## config.mk

```make
export PLATFORM = sky130hd
export DESIGN_NAME = quadrature_position_decoder
export DESIGN_NICKNAME = d
export VERILOG_FILES = /design/src/hw/qpd_pkg.sv /design/src/hw/quadrature_position_decoder.sv
export VERILOG_INCLUDE_DIRS = /design/src /design/src/hw
export SDC_FILE = /design/constraint.sdc
export NUM_CORES = 1
export LEC_CHECK = 0
export BUFFER_PORTS_ARGS = -buffer_cell sky130_fd_sc_hd__buf_2
export CORE_ASPECT_RATIO = 0.75
export CORE_MARGIN = 1
export CORE_UTILIZATION = 51
export CTS_BUF_LIST = sky130_fd_sc_hd__clkbuf_2
export DETAILED_ROUTE_END_ITERATION = 16
export GPL_TIMING_DRIVEN = 0
export PLACE_DENSITY_LB_ADDON = 0.15
export SYNTH_ARGS = -nofsm -noshare
export SYNTH_HDL_FRONTEND = slang
export SYNTH_SLANG_ARGS = --single-unit
```

## constraint.sdc

```tcl
create_clock -name REF_CLK -period 3.25 [get_ports REF_CLK]
set_clock_uncertainty 0.1 [all_clocks]
set_input_delay 0.65 -clock REF_CLK [delete_from_list [all_inputs] [get_ports REF_CLK]]
set_output_delay 0.65 -clock REF_CLK [all_outputs]
set_load 0.005 [all_outputs]
```

## src/hw/qpd_defs.svh

```systemverilog
// Register offsets, field positions and reset values of the quadrature position decoder.
// Assumes a 32-bit AHB-Lite register window with word-aligned registers.
`ifndef QPD_DEFS_SVH
`define QPD_DEFS_SVH

`define QPD_ADDR_W          8
`define QPD_CNT_W           16
`define QPD_OFS_CONTROL     8'h00
`define QPD_OFS_FILTER      8'h04
`define QPD_OFS_POSITION    8'h08
`define QPD_OFS_MAXCOUNT    8'h0C
`define QPD_OFS_STATUS      8'h10
`define QPD_CTL_DIRSRC      0
`define QPD_CTL_MODE_LO     8
`define QPD_CTL_MODE_HI     10
`define QPD_CTL_UPSEL       11
`define QPD_FLT_CK_LO       4
`define QPD_FLT_CK_HI       6
`define QPD_FLT_OUTEN       7
`define QPD_STA_MATCH       0
`define QPD_STA_INDEX       1
`define QPD_MODE_TIMER      3'h1
`define QPD_MODE_X2_INDEX   3'h4
`define QPD_MODE_X2_MATCH   3'h5
`define QPD_MODE_X4_INDEX   3'h6
`define QPD_MODE_X4_MATCH   3'h7
`define QPD_MAXCOUNT_RESET  16'hFFFF
`define QPD_FILTER_LEN      3
`define QPD_PRE_W           7
`define QPD_HTRANS_NONSEQ   2'h2

`endif

```

## src/hw/qpd_pkg.sv

```systemverilog
// Types shared by the quadrature position decoder.
// Assumes qpd_defs.svh is on the include path.
`include "qpd_defs.svh"

package qpd_pkg;

    typedef enum logic [1:0] {
        OP_OFF,
        OP_TIMER,
        OP_X2,
        OP_X4
    } op_t;

    typedef struct packed {
        logic a;
        logic b;
        logic i;
    } pins_t;

    typedef struct packed {
        logic [2:0]                  sync1;
        logic [2:0]                  sync2;
        logic [2:0][`QPD_FILTER_LEN-1:0] hist;
        logic [2:0]                  filt;
        pins_t                       prev;
        logic [`QPD_PRE_W-1:0]       pre;
        logic [2:0]                  mode;
        logic                        up_sel;
        logic                        dir_src;
        logic                        fout_en;
        logic [2:0]                  ck_div;
        logic [`QPD_CNT_W-1:0]       pos;
        logic [`QPD_CNT_W-1:0]       maxc;
        logic                        flag_match;
        logic                        flag_index;
        logic                        dir;
        logic                        ap_valid;
        logic                        ap_write;
        logic [`QPD_ADDR_W-1:0]      ap_addr;
        logic                        rd_pend;
        logic                        hready;
        logic [31:0]                 hrdata;
    } state_t;

endpackage

```

## src/hw/quadrature_position_decoder.sv

```systemverilog
// Quadrature position decoder with x2/x4 counting, noise filters and an alternate timer.
// Assumes an AHB-Lite master on REF_CLK and encoder pins synchronous to REF_CLK.
//
// Overview of operation
// RL1: Mode field sits at control bits 10:8.
// RL2: Modes 100/101 count both phase A edges.
// RL3: Mode 100 clears count on index pulse.
// RL4: Mode 101 clears count on maximum match.
// RL5: Modes 110/111 count every A, B edge.
// RL6: Mode 110 clears count on index pulse.
// RL7: Mode 111 clears count on maximum match.
// RL8: Filter output follows three stable samples only.
// RL9: Filter clock divider chosen by bits 6:4.
// RL10: Filtered inputs used only when enabled.
// RL11: Filters start disabled after reset.
// RL12: Mode 001 is a timer clocked by A.
// RL13: Timer uses position/maximum; match sets flag.
// RL14: High direction input counts up, low down.
// RL15: Control bit 11 selects timer direction.
// RL16: Control bit 0 picks phase B direction.
// RL17: Mode changes never alter the count.
// RL18: Timer clock resynchronised to the core clock.
// RL19: Sleep halts all counting and decoding.
// RL20: A leading B counts up, else down.
// RL21: Count resets load zero; reset clears all except the maximum (loads MAX_RESET) and HREADYOUT (set).
`timescale 1ns/1ns

module quadrature_position_decoder
    import qpd_pkg::*;
#(
    parameter logic [`QPD_CNT_W-1:0] MAX_RESET = `QPD_MAXCOUNT_RESET
) (
    input  wire logic                   REF_CLK,
    input  wire logic                   RST_N,
    input  wire logic                   CE,
    input  wire logic                   SLEEP,
    input  wire logic                   PHASE_A_INPUT,
    input  wire logic                   PHASE_B_INPUT,
    input  wire logic                   INDEX_INPUT,
    input  wire logic                   HSEL,
    input  wire logic [31:0]            HADDR,
    input  wire logic [1:0]             HTRANS,
    input  wire logic                   HWRITE,
    input  wire logic [2:0]             HSIZE,
    input  wire logic [31:0]            HWDATA,
    input  wire logic                   HREADY,
    output logic      [31:0]            HRDATA,
    output logic                        HREADYOUT,
    output logic                        HRESP,
    output logic      [`QPD_CNT_W-1:0]  POSITION_COUNT,
    output logic                        MATCH_FLAG,
    output logic                        INDEX_FLAG,
    output logic                        COUNT_DIRECTION
);

    state_t s_r;
    state_t s_nxt;

    // Maps the mode field onto the kind of operation.
    function automatic op_t op_of(input logic [2:0] m);
        case (m)
            `QPD_MODE_TIMER:    op_of = OP_TIMER;
            `QPD_MODE_X2_INDEX,
            `QPD_MODE_X2_MATCH: op_of = OP_X2;
            `QPD_MODE_X4_INDEX,
            `QPD_MODE_X4_MATCH: op_of = OP_X4;
            default:            op_of = OP_OFF;
        endcase
    endfunction

    // Forms the read word of a register; unmapped offsets read as zero.
    function automatic logic [31:0] reg_read(input logic [`QPD_ADDR_W-1:0] a,
                                             input state_t st);
        logic [31:0] w;
        w = 32'h0000_0000;
        case (a)
            `QPD_OFS_CONTROL: begin
                w[`QPD_CTL_MODE_HI:`QPD_CTL_MODE_LO] = st.mode;
                w[`QPD_CTL_UPSEL]  = st.up_sel;
                w[`QPD_CTL_DIRSRC] = st.dir_src;
            end
            `QPD_OFS_FILTER: begin
                w[`QPD_FLT_CK_HI:`QPD_FLT_CK_LO] = st.ck_div;
                w[`QPD_FLT_OUTEN] = st.fout_en;
            end
            `QPD_OFS_POSITION: w[`QPD_CNT_W-1:0] = st.pos;
            `QPD_OFS_MAXCOUNT: w[`QPD_CNT_W-1:0] = st.maxc;
            `QPD_OFS_STATUS: begin
                w[`QPD_STA_MATCH] = st.flag_match;
                w[`QPD_STA_INDEX] = st.flag_index;
            end
            default: w = 32'h0000_0000;
        endcase
        reg_read = w;
    endfunction

    always_comb begin
        op_t                    op;
        logic                   tick;
        logic [`QPD_PRE_W-1:0]  pre_top;
        logic [2:0]             hnew;
        pins_t                  sel;
        logic                   a_edge;
        logic                   b_edge;
        logic                   i_rise;
        logic                   step;
        logic                   up;
        logic                   use_match;
        logic                   index_mode;
        logic                   set_match;
        logic                   set_index;
        logic                   clr_match;
        logic                   clr_index;
        logic                   wr;
        s_nxt      = s_r;
        op         = op_of(s_r.mode);
        tick       = 1'b0;
        pre_top    = '0;
        hnew       = '0;
        sel        = '0;
        a_edge     = 1'b0;
        b_edge     = 1'b0;
        i_rise     = 1'b0;
        step       = 1'b0;
        up         = 1'b0;
        use_match  = 1'b0;
        index_mode = 1'b0;
        set_match  = 1'b0;
        set_index  = 1'b0;
        clr_match  = 1'b0;
        clr_index  = 1'b0;
        wr         = 1'b0;
        if (CE) begin
            // Two-stage resynchroniser for all encoder pins. [RL18]
            s_nxt.sync1 = {PHASE_A_INPUT, PHASE_B_INPUT, INDEX_INPUT};
            s_nxt.sync2 = s_r.sync1;

            if (!SLEEP) begin // [RL19]
                // Filter clock is the core clock divided by 2 to the power of the field. [RL9]
                pre_top = `QPD_PRE_W'((1 << s_r.ck_div) - 1);
                tick    = (s_r.pre >= pre_top);
                s_nxt.pre = tick ? '0 : s_r.pre + `QPD_PRE_W'(1);
                for (int c = 0; c < 3; c++) begin
                    if (tick) begin
                        hnew = {s_r.hist[c][`QPD_FILTER_LEN-2:0], s_r.sync2[c]};
                        s_nxt.hist[c] = hnew;
                        if (&hnew || ~|hnew) begin
                            s_nxt.filt[c] = hnew[0]; // [RL8]
                        end
                    end
                end

                // Filtered pins replace raw ones only when enabled. [RL10]
                sel = s_r.fout_en ? pins_t'(s_r.filt) : pins_t'(s_r.sync2);
                s_nxt.prev = sel;
                a_edge = sel.a ^ s_r.prev.a;
                b_edge = sel.b ^ s_r.prev.b;
                i_rise = sel.i & ~s_r.prev.i;
                index_mode = ~s_r.mode[0];

                case (op)
                    OP_X2: begin
                        step = a_edge & ~b_edge; // [RL2]
                        up   = sel.a ^ s_r.prev.b; // [RL20]
                    end
                    OP_X4: begin
                        step = a_edge ^ b_edge; // [RL5]
                        up   = sel.a ^ s_r.prev.b; // [RL20]
                    end
                    OP_TIMER: begin
                        step = a_edge & sel.a; // [RL12]
                        up   = s_r.dir_src ? sel.b : s_r.up_sel; // [RL14] [RL15] [RL16]
                        index_mode = 1'b0;
                    end
                    default: begin
                        step = 1'b0;
                        up   = 1'b0;
                    end
                endcase
                use_match = (op == OP_TIMER) | s_r.mode[0];

                if ((op == OP_X2 || op == OP_X4) && index_mode && i_rise) begin
                    s_nxt.pos = '0; // [RL3] [RL6] [RL21]
                    set_index = 1'b1;
                end else if (step) begin
                    if (up) begin
                        if (use_match && s_r.pos == s_r.maxc) begin
                            s_nxt.pos = '0; // [RL4] [RL7] [RL13] [RL21]
                            set_match = 1'b1;
                        end else begin
                            s_nxt.pos = s_r.pos + `QPD_CNT_W'(1);
                        end
                    end else begin
                        if (use_match && s_r.pos == '0) begin
                            s_nxt.pos = s_r.maxc; // [RL13]
                            set_match = 1'b1;
                        end else begin
                            s_nxt.pos = s_r.pos - `QPD_CNT_W'(1);
                        end
                    end
                end
                if (step && op != OP_TIMER) begin
                    s_nxt.dir = up;
                end
            end

            // Bus data phase: writes land here; mode writes leave the count alone. [RL17]
            wr = s_r.ap_valid & s_r.ap_write;
            if (wr) begin
                case (s_r.ap_addr)
                    `QPD_OFS_CONTROL: begin
                        s_nxt.mode    = HWDATA[`QPD_CTL_MODE_HI:`QPD_CTL_MODE_LO]; // [RL1]
                        s_nxt.up_sel  = HWDATA[`QPD_CTL_UPSEL];
                        s_nxt.dir_src = HWDATA[`QPD_CTL_DIRSRC];
                    end
                    `QPD_OFS_FILTER: begin
                        s_nxt.ck_div  = HWDATA[`QPD_FLT_CK_HI:`QPD_FLT_CK_LO];
                        s_nxt.fout_en = HWDATA[`QPD_FLT_OUTEN];
                    end
                    `QPD_OFS_POSITION: s_nxt.pos  = HWDATA[`QPD_CNT_W-1:0];
                    `QPD_OFS_MAXCOUNT: s_nxt.maxc = HWDATA[`QPD_CNT_W-1:0];
                    `QPD_OFS_STATUS: begin
                        clr_match = HWDATA[`QPD_STA_MATCH];
                        clr_index = HWDATA[`QPD_STA_INDEX];
                    end
                    default: s_nxt.mode = s_r.mode;
                endcase
            end
            // A new event outranks a clear in the same cycle.
            s_nxt.flag_match = (s_r.flag_match & ~clr_match) | set_match;
            s_nxt.flag_index = (s_r.flag_index & ~clr_index) | set_index;

            // Reads take one wait state so that a preceding write is seen.
            s_nxt.ap_valid = 1'b0;
            if (s_r.rd_pend) begin
                s_nxt.hrdata  = reg_read(s_r.ap_addr, s_r);
                s_nxt.rd_pend = 1'b0;
                s_nxt.hready  = 1'b1;
            end else if (HSEL && HREADY && HTRANS == `QPD_HTRANS_NONSEQ) begin
                s_nxt.ap_addr  = HADDR[`QPD_ADDR_W-1:0];
                s_nxt.ap_write = HWRITE;
                s_nxt.ap_valid = HWRITE;
                s_nxt.rd_pend  = ~HWRITE;
                s_nxt.hready   = HWRITE;
            end
        end
    end

    always_ff @(posedge REF_CLK or negedge RST_N) begin
        if (!RST_N) begin
            s_r         <= '0; // [RL11] [RL21]
            s_r.maxc    <= MAX_RESET;
            s_r.hready  <= 1'b1;
        end else begin
            s_r <= s_nxt;
        end
    end

    assign HRDATA          = s_r.hrdata;
    assign HREADYOUT       = s_r.hready;
    assign HRESP           = 1'b0;
    assign POSITION_COUNT  = s_r.pos;
    assign MATCH_FLAG      = s_r.flag_match;
    assign INDEX_FLAG      = s_r.flag_index;
    assign COUNT_DIRECTION = s_r.dir;

endmodule

```

* Word level (Yosys, flattened, before mapping) *
Cells that the tools add are included.

cells by class
  add/subtract/negate cells = 4
  order comparisons = 1
  eq/ne operators = 15
  shift-type cells = 1
  muxes and demuxes = 47
  bitwise logic cells = 21
  reductions and logical operators = 38

operators by type and width
  kind                                                  count
  two-way mux 16 bit                                    8
  two-way mux 32 bit                                    1
  AND reduction 3 bit                                   9
  two-way mux 1 bit                                     24
  case mux 4 bit (3 select lines)                       2
  adder 16 x 1 -> 16 bit (second input constant)        1
  equality test 16 bit                                  1
  equality test 8 x 4 -> 1 bit (second input constant)  2
  logical NOT 16 bit                                    1
  subtractor 16 x 1 -> 16 bit (second input constant)   1
  equality test 3 bit (second input constant)           4
  two-way mux 12 bit                                    1
  AND reduction 4 bit                                   3
  two-way mux 10 bit                                    1
  OR reduction 3 bit                                    3
  equality test 8 x 3 -> 1 bit (second input constant)  1
  equality test 8 x 5 -> 1 bit (second input constant)  1
  logical NOT 8 bit                                     1
  NOT 1 bit                                             8
  case mux 4 bit (2 select lines)                       1
  adder 7 x 1 -> 7 bit (second input constant)          1
  greater-or-equal comparator 7 bit                     1
  logical AND 1 bit                                     7
  two-way mux 7 bit                                     1
  other kinds (21)                                      43

word-level totals
  register bits = 97
  bits of input ports = 79
  output and inout port bits = 53
  word-level logic and storage cells = 155

* Logic depth before layout (Yosys ltp) *
Gate-level depths: netlist of run 1.

  depth in word-level cells = 14
  depth in mapped cells = 15
  mapped depth without buffers = 13

* Worst setup path before layout of run 1 *
OpenSTA, ideal clock, no wires.

  path kind = flip-flop to flip-flop
  from = reg s_r[79] in the netlist's numbering
  to = reg s_r[100] in the netlist's numbering
  setup time = 142 ps
  arrival = 3029 ps
  required time = 3008 ps
  slack = -20 ps
  cell stages (with the launch flop) = 15
  path buffers = 3
  clock period less this slack = 3270 ps
  path through = dfrtp_1 > clkbuf_1 > or3_1 > ha_1 > clkbuf_1 > nor3_1 > a21oi_1 > o21a_1 > ha_1 > and3_1 > a2111oi_0 > nor2_1 > clkbuf_1 > a31oi_1 > a211oi_1

between the ends
  longest elaborated chain between the ends = 4

RTL lines
  item                               RTL line                            source
  start: declaration                 quadrature_position_decoder.sv:56   state_t s_r;
  start signal: assignment           quadrature_position_decoder.sv:255  s_r <= s_nxt;
  left shift 1 x 3 -> 7 bit          quadrature_position_decoder.sv:140  pre_top = `QPD_PRE_W'((1 << s_r.ck_div) - 1);
  subtractor 7 x 2 -> 7 bit          quadrature_position_decoder.sv:140
  greater-or-equal comparator 7 bit  quadrature_position_decoder.sv:141  tick = (s_r.pre >= pre_top);
  AND reduction 4 bit (no line)      n/a

No other way between the ends.
A chain may end at the register's enable or synchronous reset.

* Worst setup path in the final report of run 1 *
  from = reg s_r, in the netlist POSITION_COUNT[11]
  to = reg s_r, in the netlist POSITION_COUNT[7]

between the ends
  longest elaborated chain between the ends = 9
  elaborated cells between the ends (all ways) = 12
  those cells by class = 1 x eq/ne; 8 x mux; 3 x reduce/logical

RTL lines
  item                                                               RTL line                                                                source
  equality test 16 bit / logical NOT 16 bit (equally long branches)  quadrature_position_decoder.sv:187, quadrature_position_decoder.sv:194
  logical AND 1 bit, on equally long branches                        quadrature_position_decoder.sv:187, quadrature_position_decoder.sv:194
  two-way mux 16 bit, on equally long branches                       quadrature_position_decoder.sv:187, quadrature_position_decoder.sv:194
  two-way mux 16 bit *                                               quadrature_position_decoder.sv:186                                      if (up) begin
  two-way mux 16 bit *                                               quadrature_position_decoder.sv:185                                      end else if (step) begin
  two-way mux 16 bit *                                               quadrature_position_decoder.sv:182                                      if ((op == OP_X2 || op == OP_X4) && index_mode && i_rise) begin
  two-way mux 16 bit *                                               quadrature_position_decoder.sv:138                                      if (!SLEEP) begin
  two-way mux 16 bit                                                 quadrature_position_decoder.sv:210                                      case (s_r.ap_addr)
  two-way mux 32 bit *                                               quadrature_position_decoder.sv:209                                      if (wr) begin

Mark *: on every way between the ends. The rest lies on a longest branch, timed or not.

==> metrics.yaml, run 1 <==
grt-busiest-layer: "met1"
worst_pin_slew_ns: 1.00
outcome: "finished clean"
area_growth_pct: 14.6
h-tree-depth: 3
wl_um: 17600
reg2reg_slack_ns: 0.07
grt_pass1_vias: 5072
multiInputGateArea_sq_um: 3180
fmaxAchievable_ghz: 0.315
fp.dieW_um: 129
ys.flop_type: "dfrtp_1"
finalPower_w: 0.00454
whs_endpoint: "s_r[33]"
drv_slew: 0
grt_antenna_before_repair: 0
rows: 34
grtUsageTotal_pct: 29.3
hold_viol: 0
avgSynthCellArea_sq_um: 9.60
synth_cells: 638
setup_violations: 0
power.density_nw_per_um2: 646
fin_crit_sh_pct: 97.7
required_ns: 3.66
start_util_pct: 52.6
viasPerCell: 5.78
die-area_sq_um: 12500
ys_types: 57
core_sq_um: 11700
r2r-start: "POSITION_COUNT[11]"
insertion_delay_ns: 0.60
numCtsBuffers: 9
register_area_sq_um: 2450
yosysWarnings: 0
synth.area.top_cells: "dfrtp_1, mux2_2, dfstp_2, buf_4, xor2_1"
r2r-end: "POSITION_COUNT[7]"
drt_iter0_markers: 544
grt.met3_usage_pct: 7.41
power.leakage_nw: 3.39
final_antenna_net_count: 0
insertedDiodeCount: 0
synth_top_area_cell: "dfrtp_1"
period_needed_ns: 3.18
dp_cells: 887
tns_ns: 0
netlist_top_cells_count: "dfrtp_1, mux2_2, buf_4, nor2_1, nand2_1"
io_pins: 132
finalNetCount: 831
fill_cells: 1071
synth.ff_latch_count: 97
firstDrtPassIters: 6
fin_hold_ws_ns: 0.137
min_path_cells: 2
clock_path_buffers: 2
layout-drive-gt1-share_pct: 33.0
crit_arrival_ns: 3.58
yosysSeqAreaShare_pct: 40.0
overflow: 0
grt_use_met2_pct: 42.7
critPathKind: "reg2reg"
grt_max_degree: 56
cap_violations: 0
path_max_fanout: 10
fin_util_pct: 60.3
synth.top_cell.area_share_pct: 32.7
gr-usage-met1_pct: 44.2
r2r_cells: 10
final_cells: 907
cts_sinks: 97
cts_tree: "done"
synth-edff-count: 0
root_buffer: "clkbuf_2"
wire_per_inst_um: 19.4
gp_congestion: 0.920
drcViolationCount: 0
portBuffers: 70
synthArstFlopShare_pct: 100
synth_most_common_cell: "dfrtp_1"
cts.clk_slew.worst_paths_ns: 0.30
hpwlAfterDp_um: 13000
endpoint_kind: "register"
maxSlewHeadroom_pct: 33.1
startpoint_type: "register"
peakVddDrop_mv: 0.276
worstHoldStart: "HWRITE"
die_y_um: 96.9
hold_class: "in2reg"
syn_area_sq_um: 6130
dr_total_vias: 5244
rsz0062_at_grt: "true"
grt_pass1_wl_um: 27700
==> cells in the final DEF (no fill, tap or decap), types with 4 or more instances in the layout <==
| cell | count |
|---|---|
| dfrtp_1 | 75 |
| buf_2 | 72 |
| buf_4 | 59 |
| mux2_2 | 54 |
| nand2_1 | 44 |
| nor2_1 | 43 |
| o21ai_0 | 29 |
| xor2_1 | 27 |
| inv_1 | 24 |
| nand3_1 | 22 |
| clkbuf_1 | 18 |
| dfstp_2 | 17 |
| xnor2_1 | 17 |
| conb_1 | 17 |
| nor3_1 | 14 |
| clkbuf_2 | 13 |
| a21oi_1 | 12 |
| a22oi_1 | 12 |
| ha_1 | 11 |
| and3_1 | 9 |
| a211oi_1 | 9 |
| a22o_1 | 9 |
| a222oi_1 | 9 |
| nor4_1 | 8 |
| o32ai_1 | 8 |
| nand4_1 | 7 |
| mux2i_1 | 6 |
| buf_1 | 6 |
| o21a_1 | 5 |
| and4_1 | 5 |
| nor3b_1 | 5 |
| o31ai_1 | 5 |
| dfrtp_2 | 5 |
| or3_1 | 4 |
| a21o_1 | 4 |
==> final cells by class <==
class                      count  area share [%]
buffer                        84            7.64
clock buffer                  10           0.713
clock inverter                 6           0.873
inverter                      24            1.28
multi-input combinational    445            45.3
sequential                    97            35.0
tap                          162            2.89
timing repair buffer          79            6.31
==> state kept, by name (all words and copies together) (netlist names) <==
name and flops:
COUNT_DIRECTION 1, POSITION_COUNT 16, HREADYOUT 1, INDEX_FLAG 1, s_r 61, HRDATA 16, MATCH_FLAG 1
==> per-layer routing <==
layer  vias to the layer above  part of all wire (%)
met3                        12                   8.7
met2                       243                    43
li1                       2439                     -
met1                      2550                    48
met4                         0                  0.65
met5                         -                     0
==> cells by family (layout without fill, tap and decap cells) <==
kind of cell               Yosys count  after routing  synth area share, %
and+or+nand+nor                    186            186                 15.4
AOI/OAI and AO/OA                  125            125                 14.5
buffers and inverters              112            203                 10.3
DFF                                 97             97                 40.0
muxes                               61             61                 11.1
xor gates and xnor gates            44             44                 6.29
adders and majority gates           12             12                 2.45
other                                1             17               0.0612
==> worst max-delay path, stage by stage, from the launching register on <==
cell and delay [ns]:
dfrtp_1 0.46, buf_6 0.15, or4_4 0.52, or4_4 0.47
or3_1 0.40, buf_6 0.15, buf_6 0.15, nor2_1 0.10
o32ai_1 0.08, a222oi_1 0.42, inv_1 0.08
==> power by group <==
part	total (W)	leakage [nW]	switching (W)	internal, W
registers	0.00161	1.22	0.000210	0.00140
clock network	0.000591	0.0678	0.000467	0.000125
logic	0.00234	2.10	0.00128	0.00106
total	0.00454	3.39	0.00196	0.00258
==> metrics by stage <==
stage	setup WS, ns	instance area (sq um)
2_1_floorplan	0.0287	6190
3_3_place_gp	-0.311	6740
3_5_place_dp	-0.456	6770
4_1_cts	0.0200	6960
5_1_grt	-0.0644	7020
6_report	0.0748	7020
==> what timing repair did <==
action	4_1_cts	5_1_grt
cloned	0	0
endpoints found under the setup margin	25	33
hold endpoints to repair	32	0
gates resized for setup	12	21
pin swaps	1	2
buffers inserted	4	3
hold buffers	1	0
==> how the worst max path moves through the flow <==
stage	from	to	cells past startpoint
after floorplan	s_r[79]	s_r[100]	14
after global placement	s_r[79]	s_r[100]	14
after detailed placement	s_r[79]	s_r[99]	14
after CTS	s_r[36]	POSITION_COUNT[8]	6
after global routing	s_r[36]	POSITION_COUNT[6]	9
final	POSITION_COUNT[11]	POSITION_COUNT[7]	10
Power figures use the tool's default switching activity.
==> inputs of run 2 (changes only) <==
--- a/config.mk
+++ b/config.mk
@@ -9,7 +9,7 @@
 export BUFFER_PORTS_ARGS = -buffer_cell sky130_fd_sc_hd__buf_2
 export CORE_ASPECT_RATIO = 0.75
 export CORE_MARGIN = 1
-export CORE_UTILIZATION = 51
+export CORE_UTILIZATION = 53
 export CTS_BUF_LIST = sky130_fd_sc_hd__clkbuf_2
 export DETAILED_ROUTE_END_ITERATION = 16
 export GPL_TIMING_DRIVEN = 0
==> constraint.sdc (replaced) <==
create_clock -name REF_CLK -period 3.2 [get_ports REF_CLK]
set_clock_uncertainty 0.1 [all_clocks]
set_input_delay 0.64 -clock REF_CLK [delete_from_list [all_inputs] [get_ports REF_CLK]]
set_output_delay 0.64 -clock REF_CLK [all_outputs]
set_load 0.005 [all_outputs]
==> run 2 against run 1 <==
  * Sequential share of layout area is 0.088 points higher
  * Via count is 2.0% higher
  * Critical endpoint is now POSITION_COUNT[2]
  * Global-route usage is 1.3 points higher
  * Setup slack worse by 0.025 ns
  * Register-to-register slack worse by 0.03 ns
  * Count of clock-buffer cells in the layout stayed put
  * First-iteration DRC count is 1.8% higher
  * Flip-flop and latch count stayed put
  * Non-clock buffer count is 1 higher
  * Wire length is 1.5% higher
==> metrics.yaml, run 2 (synthesized netlist as in run 1, its figures left out) <==
finalNetCount: 832
grtUsageTotal_pct: 30.6
drv_slew: 0
area_growth_pct: 14.3
dp_cells: 865
largest_register: "s_r"
hold_viol: 0
core_sq_um: 11100
grt_max_degree: 74
endpoint_kind: "register"
final_antenna_net_count: 0
power.density_nw_per_um2: 654
overflow: 0
wl_um: 17900
peakVddDrop_mv: 0.272
clock_path_buffers: 2
root_buffer: "clkbuf_2"
cap_violations: 0
hold_class: "in2reg"
crit_arrival_ns: 3.58
numCtsBuffers: 9
grt_pass1_vias: 4957
fin_util_pct: 63.0
gp_congestion: 0.917
cts_tree: "done"
fin_hold_ws_ns: 0.132
setup_violations: 0
mostFrequentLayoutCells: "dfrtp_1, buf_2, buf_4"
worst_pin_slew_ns: 0.939
path_max_fanout: 10
power.leakage_nw: 3.40
reg2reg_slack_ns: 0.05
h-tree-depth: 3
critPathKind: "reg2reg"
insertedDiodeCount: 0
largest_reg_flops: 61
portBuffers: 70
firstDrtPassIters: 7
final_common_cell: "dfrtp_1"
grt_antenna_before_repair: 0
layout-drive-gt1-share_pct: 33.2
viasPerCell: 6.04
start_util_pct: 55.2
hpwlAfterDp_um: 13100
die-area_sq_um: 12000
dr_total_vias: 5348
cts_sinks: 97
rows: 33
final_cells: 886
grt_pass1_wl_um: 27500
insertion_delay_ns: 0.58
finalPower_w: 0.00458
fin_crit_sh_pct: 98.4
required_ns: 3.62
wire_per_inst_um: 20.2
startpoint_type: "register"
drcViolationCount: 0
maxSlewHeadroom_pct: 37.4
cts.clk_slew.worst_paths_ns: 0.28
period_needed_ns: 3.15
fmaxAchievable_ghz: 0.317
fp.dieW_um: 126
io_pins: 132
outcome: "finished clean"
die_y_um: 95.1
drt_iter0_markers: 554
## run 2: timing repair
item | in CTS | in global routing
hold buffers | 1 | 0
buffers inserted | 1 | 8
pin swaps | 1 | 1
endpoints found under the setup margin | 28 | 35
cloned | 0 | 0
hold endpoints to repair | 17 | 0
resized for setup | 11 | 16
## run 2: worst max-delay path, cell delays in order (launching register included)
cell	delay, ns
dfrtp_1	0.54
or4b_2	0.74
nor2_2	0.39
and2_0	0.46
clkbuf_1	0.59
nand2_1	0.17
nand3_1	0.10
## run 2: final cells by class
type,count,area (sq um)
multi-input combinational,445,3190
clock inverter,6,50.0
inverter,24,90.1
timing repair buffer,81,458
tap,140,175
sequential,97,2450
clock buffer,10,50.0
buffer,83,531
fill,949,4110
## run 2: stage by stage
stage               area, sq um  setup TNS, ns  setup WS [ns]
floorplan                  6190              0         0.0166
global placement           6720          -3.47         -0.254
detailed placement         6750          -5.70         -0.392
CTS                        6920              0         0.0259
global route               7000        -0.0381        -0.0222
finish                     7000              0         0.0498
## run 2: report_power, final
group | switching [W] | total (W) | internal (W)
clock | 0.000454 | 0.000573 | 0.000118
sequential | 0.000220 | 0.00164 | 0.00142
combinational | 0.00128 | 0.00236 | 0.00108
total | 0.00196 | 0.00458 | 0.00262
## run 2: per-layer routing
| layer | GRT usage, % | part of all wire (%) |
|---|---|---|
| met4 | 7.53 | 1.1 |
| met5 | 0 | 0 |
| met1 | 46.0 | 48 |
| met2 | 44.7 | 42 |
| met3 | 6.40 | 8.6 |
## run 2: path summary, 6_finish.rpt
check / endpoint / start / cells after the start
max in group asynchronous: s_r[58] / RST_N / 3
hold / removal: s_r[33] / HWRITE / 2
setup / recovery: POSITION_COUNT[2] / s_r[38] / 6
setup reg to reg: POSITION_COUNT[2] / s_r[38] / 6
hold reg to reg: HREADYOUT / HREADYOUT / 2
min in group asynchronous: POSITION_COUNT[4] / RST_N / 2
==> inputs of run 3 (changes only) <==
--- a/config.mk
+++ b/config.mk
@@ -14,6 +14,7 @@
 export DETAILED_ROUTE_END_ITERATION = 16
 export GPL_TIMING_DRIVEN = 0
 export PLACE_DENSITY_LB_ADDON = 0.15
+export RECOVER_POWER = 25
 export SYNTH_ARGS = -nofsm -noshare
 export SYNTH_HDL_FRONTEND = slang
 export SYNTH_SLANG_ARGS = --single-unit
==> run 3 against run 2 <==
  * The flow now finishes with violations (max-capacitance violations, max-slew violations)
  * Maximum frequency rose by 0.69%
  * Via count is 0.45% lower
  * First-iteration DRC count is 1.6% lower
  * Global-route usage did not move
  * Power about the same
  * Flip-flop and latch count did not move
  * Critical endpoint unchanged
  * Highest routed layer unchanged
==> metrics.yaml, run 3 (synthesized netlist as in run 1, its figures left out) <==
insertion_delay_ns: 0.58
path_cells: "or4b_2, nor2_2, and2_0, clkbuf_1, nand2_1, nand3_1"
drcViolationCount: 0
path_delay_family: "simple AND/OR/NAND/NOR gates"
multiInputGateArea_sq_um: 3190
slowest_delay_ns: 0.75
startpoint_type: "register"
mostFrequentLayoutCells: "dfrtp_1, buf_2, buf_4"
numCtsBuffers: 9
crit_arrival_ns: 3.57
tns_ns: 0
cts_sinks: 97
violations: "max-capacitance violations, max-slew violations"
critPathBufInv: 1
hold_class: "in2reg"
power.density_nw_per_um2: 654
layout-drive-gt1-share_pct: 33.1
power.leakage_nw: 3.39
fmaxAchievable_ghz: 0.320
dp_cells: 865
grt_pass1_vias: 4957
root_buffer: "clkbuf_2"
hold_viol: 0
grt_antenna_before_repair: 0
clkPwrFrac_pct: 12.5
insertedDiodeCount: 0
wire_per_inst_um: 20.1
firstDrtPassIters: 6
fill_cells: 951
viasPerCell: 6.01
final_antenna_net_count: 0
finalPower_w: 0.00458
gp_congestion: 0.917
cts_tree: "done"
die_y_um: 95.1
wl_um: 17800
endpoint_kind: "register"
drt_iter0_markers: 545
start_util_pct: 55.2
largest_reg_flops: 61
power_frac_seq_pct: 35.8
swShare_pct: 42.8
setup_slack_ns: 0.0713
required_ns: 3.64
clock_path_buffers: 2
fin_hold_ws_ns: 0.120
rows: 33
path_max_fanout: 10
h-tree-depth: 3
finalNetCount: 832
largest_register: "s_r"
overflow: 0
outcome: "finished, violations left"
register_area_sq_um: 2450
grt_pass1_wl_um: 27500
wl_met1_um: 8630
period_needed_ns: 3.13
drv_slew: 25
p_int_w: 0.00262
critPathKind: "reg2reg"
core_sq_um: 11100
met2_wirelength_um: 7450
die-area_sq_um: 12000
fin_crit_sh_pct: 97.8
dr_total_vias: 5324
peakVddDrop_mv: 0.271
final_cells: 886
setup_violations: 0
io_pins: 132
worst_pin_slew_ns: 1.55
cap_violations: 1
final_common_cell: "dfrtp_1"
maxSlewHeadroom_pct: -3.61
grt_max_degree: 74
portBuffers: 70
preCtsSetupSlack_ns: -0.392
route.met3.wl_um: 1530
area_growth_pct: 14.2
grtUsageTotal_pct: 30.6
cts.clk_slew.worst_paths_ns: 0.28
fp.dieW_um: 126
hpwlAfterDp_um: 13100
p_sw_w: 0.00196
combinationalPowerShare_pct: 51.8
crit_slowest_cell: "or4b_2"
top_layer: "met4"
run 3: cell types whose count changed in the layout (fill, tap and decap cells not counted):
cell      change
buf_4         -1
clkbuf_1      +1
run 3: worst paths after layout:
| path | depth (start not counted) | from | end | slack, ns |
|---|---|---|---|---|
| worst max-delay path | 6 | s_r[36] | POSITION_COUNT[2] | 0.07 |
| worst min-delay path | 2 | HWRITE | s_r[33] | 0.12 |
| worst max register to register | 6 | s_r[36] | POSITION_COUNT[2] | 0.07 |
| worst min register to register | 2 | HRDATA[11] | HRDATA[11] | 0.42 |
| max in group asynchronous | 3 | RST_N | s_r[58] | 1.11 |
| min in group asynchronous | 2 | RST_N | s_r[91] | 0.83 |
run 3: repair_timing:
action / CTS / global route
setup buffers: 1 / 8
setup endpoints to repair: 28 / 35
pin swaps: 1 / 1
resized for setup: 11 / 16
endpoints found under the hold margin: 17 / 0
hold buffers: 1 / 0
run 3: routing by layer:
metal  track usage (%)  vias up
li1                  -     2452
met1              46.0     2590
met2              44.7      260
met3              6.40       22
met4              7.53        0
met5                 0        -
run 3: worst register-to-register path: cells and delay by family (launching register included):
family	cells	cell delay (ns)
AND/OR/NAND/NOR	5	1.87
buffers and inverters	1	0.58
flip-flops	1	0.53
run 3: layout make-up:
cell class                      count  area share, %
Multi-Input combinational cell    445           45.6
Sequential cell                    97           35.1
Buffer                             83           7.58
Timing Repair Buffer               81           6.49
Tap cell                          140           2.50
Inverter                           24           1.29
Clock buffer                       10          0.715
Clock inverter                      6          0.715
run 3: power groups by stage:
stage | logic (W) | clock network (W) | registers, W
finish | 0.00237 | 0.000570 | 0.00164
global route | 0.00259 | 0.000633 | 0.00167
CTS | 0.00230 | 0.000590 | 0.00160
detailed placement | 0.00226 | 0 | 0.00163
global placement | 0.00222 | 0 | 0.00161
floorplan | 0.00171 | 0 | 0.00156
run 3: stage by stage:
step                cell area (sq um)  util (%)
detailed placement               6750      60.8
global placement                 6720      60.5
floorplan                        6190         -
global route                     7000      63.0
CTS                              6920      62.3
finish                           7000      63.0
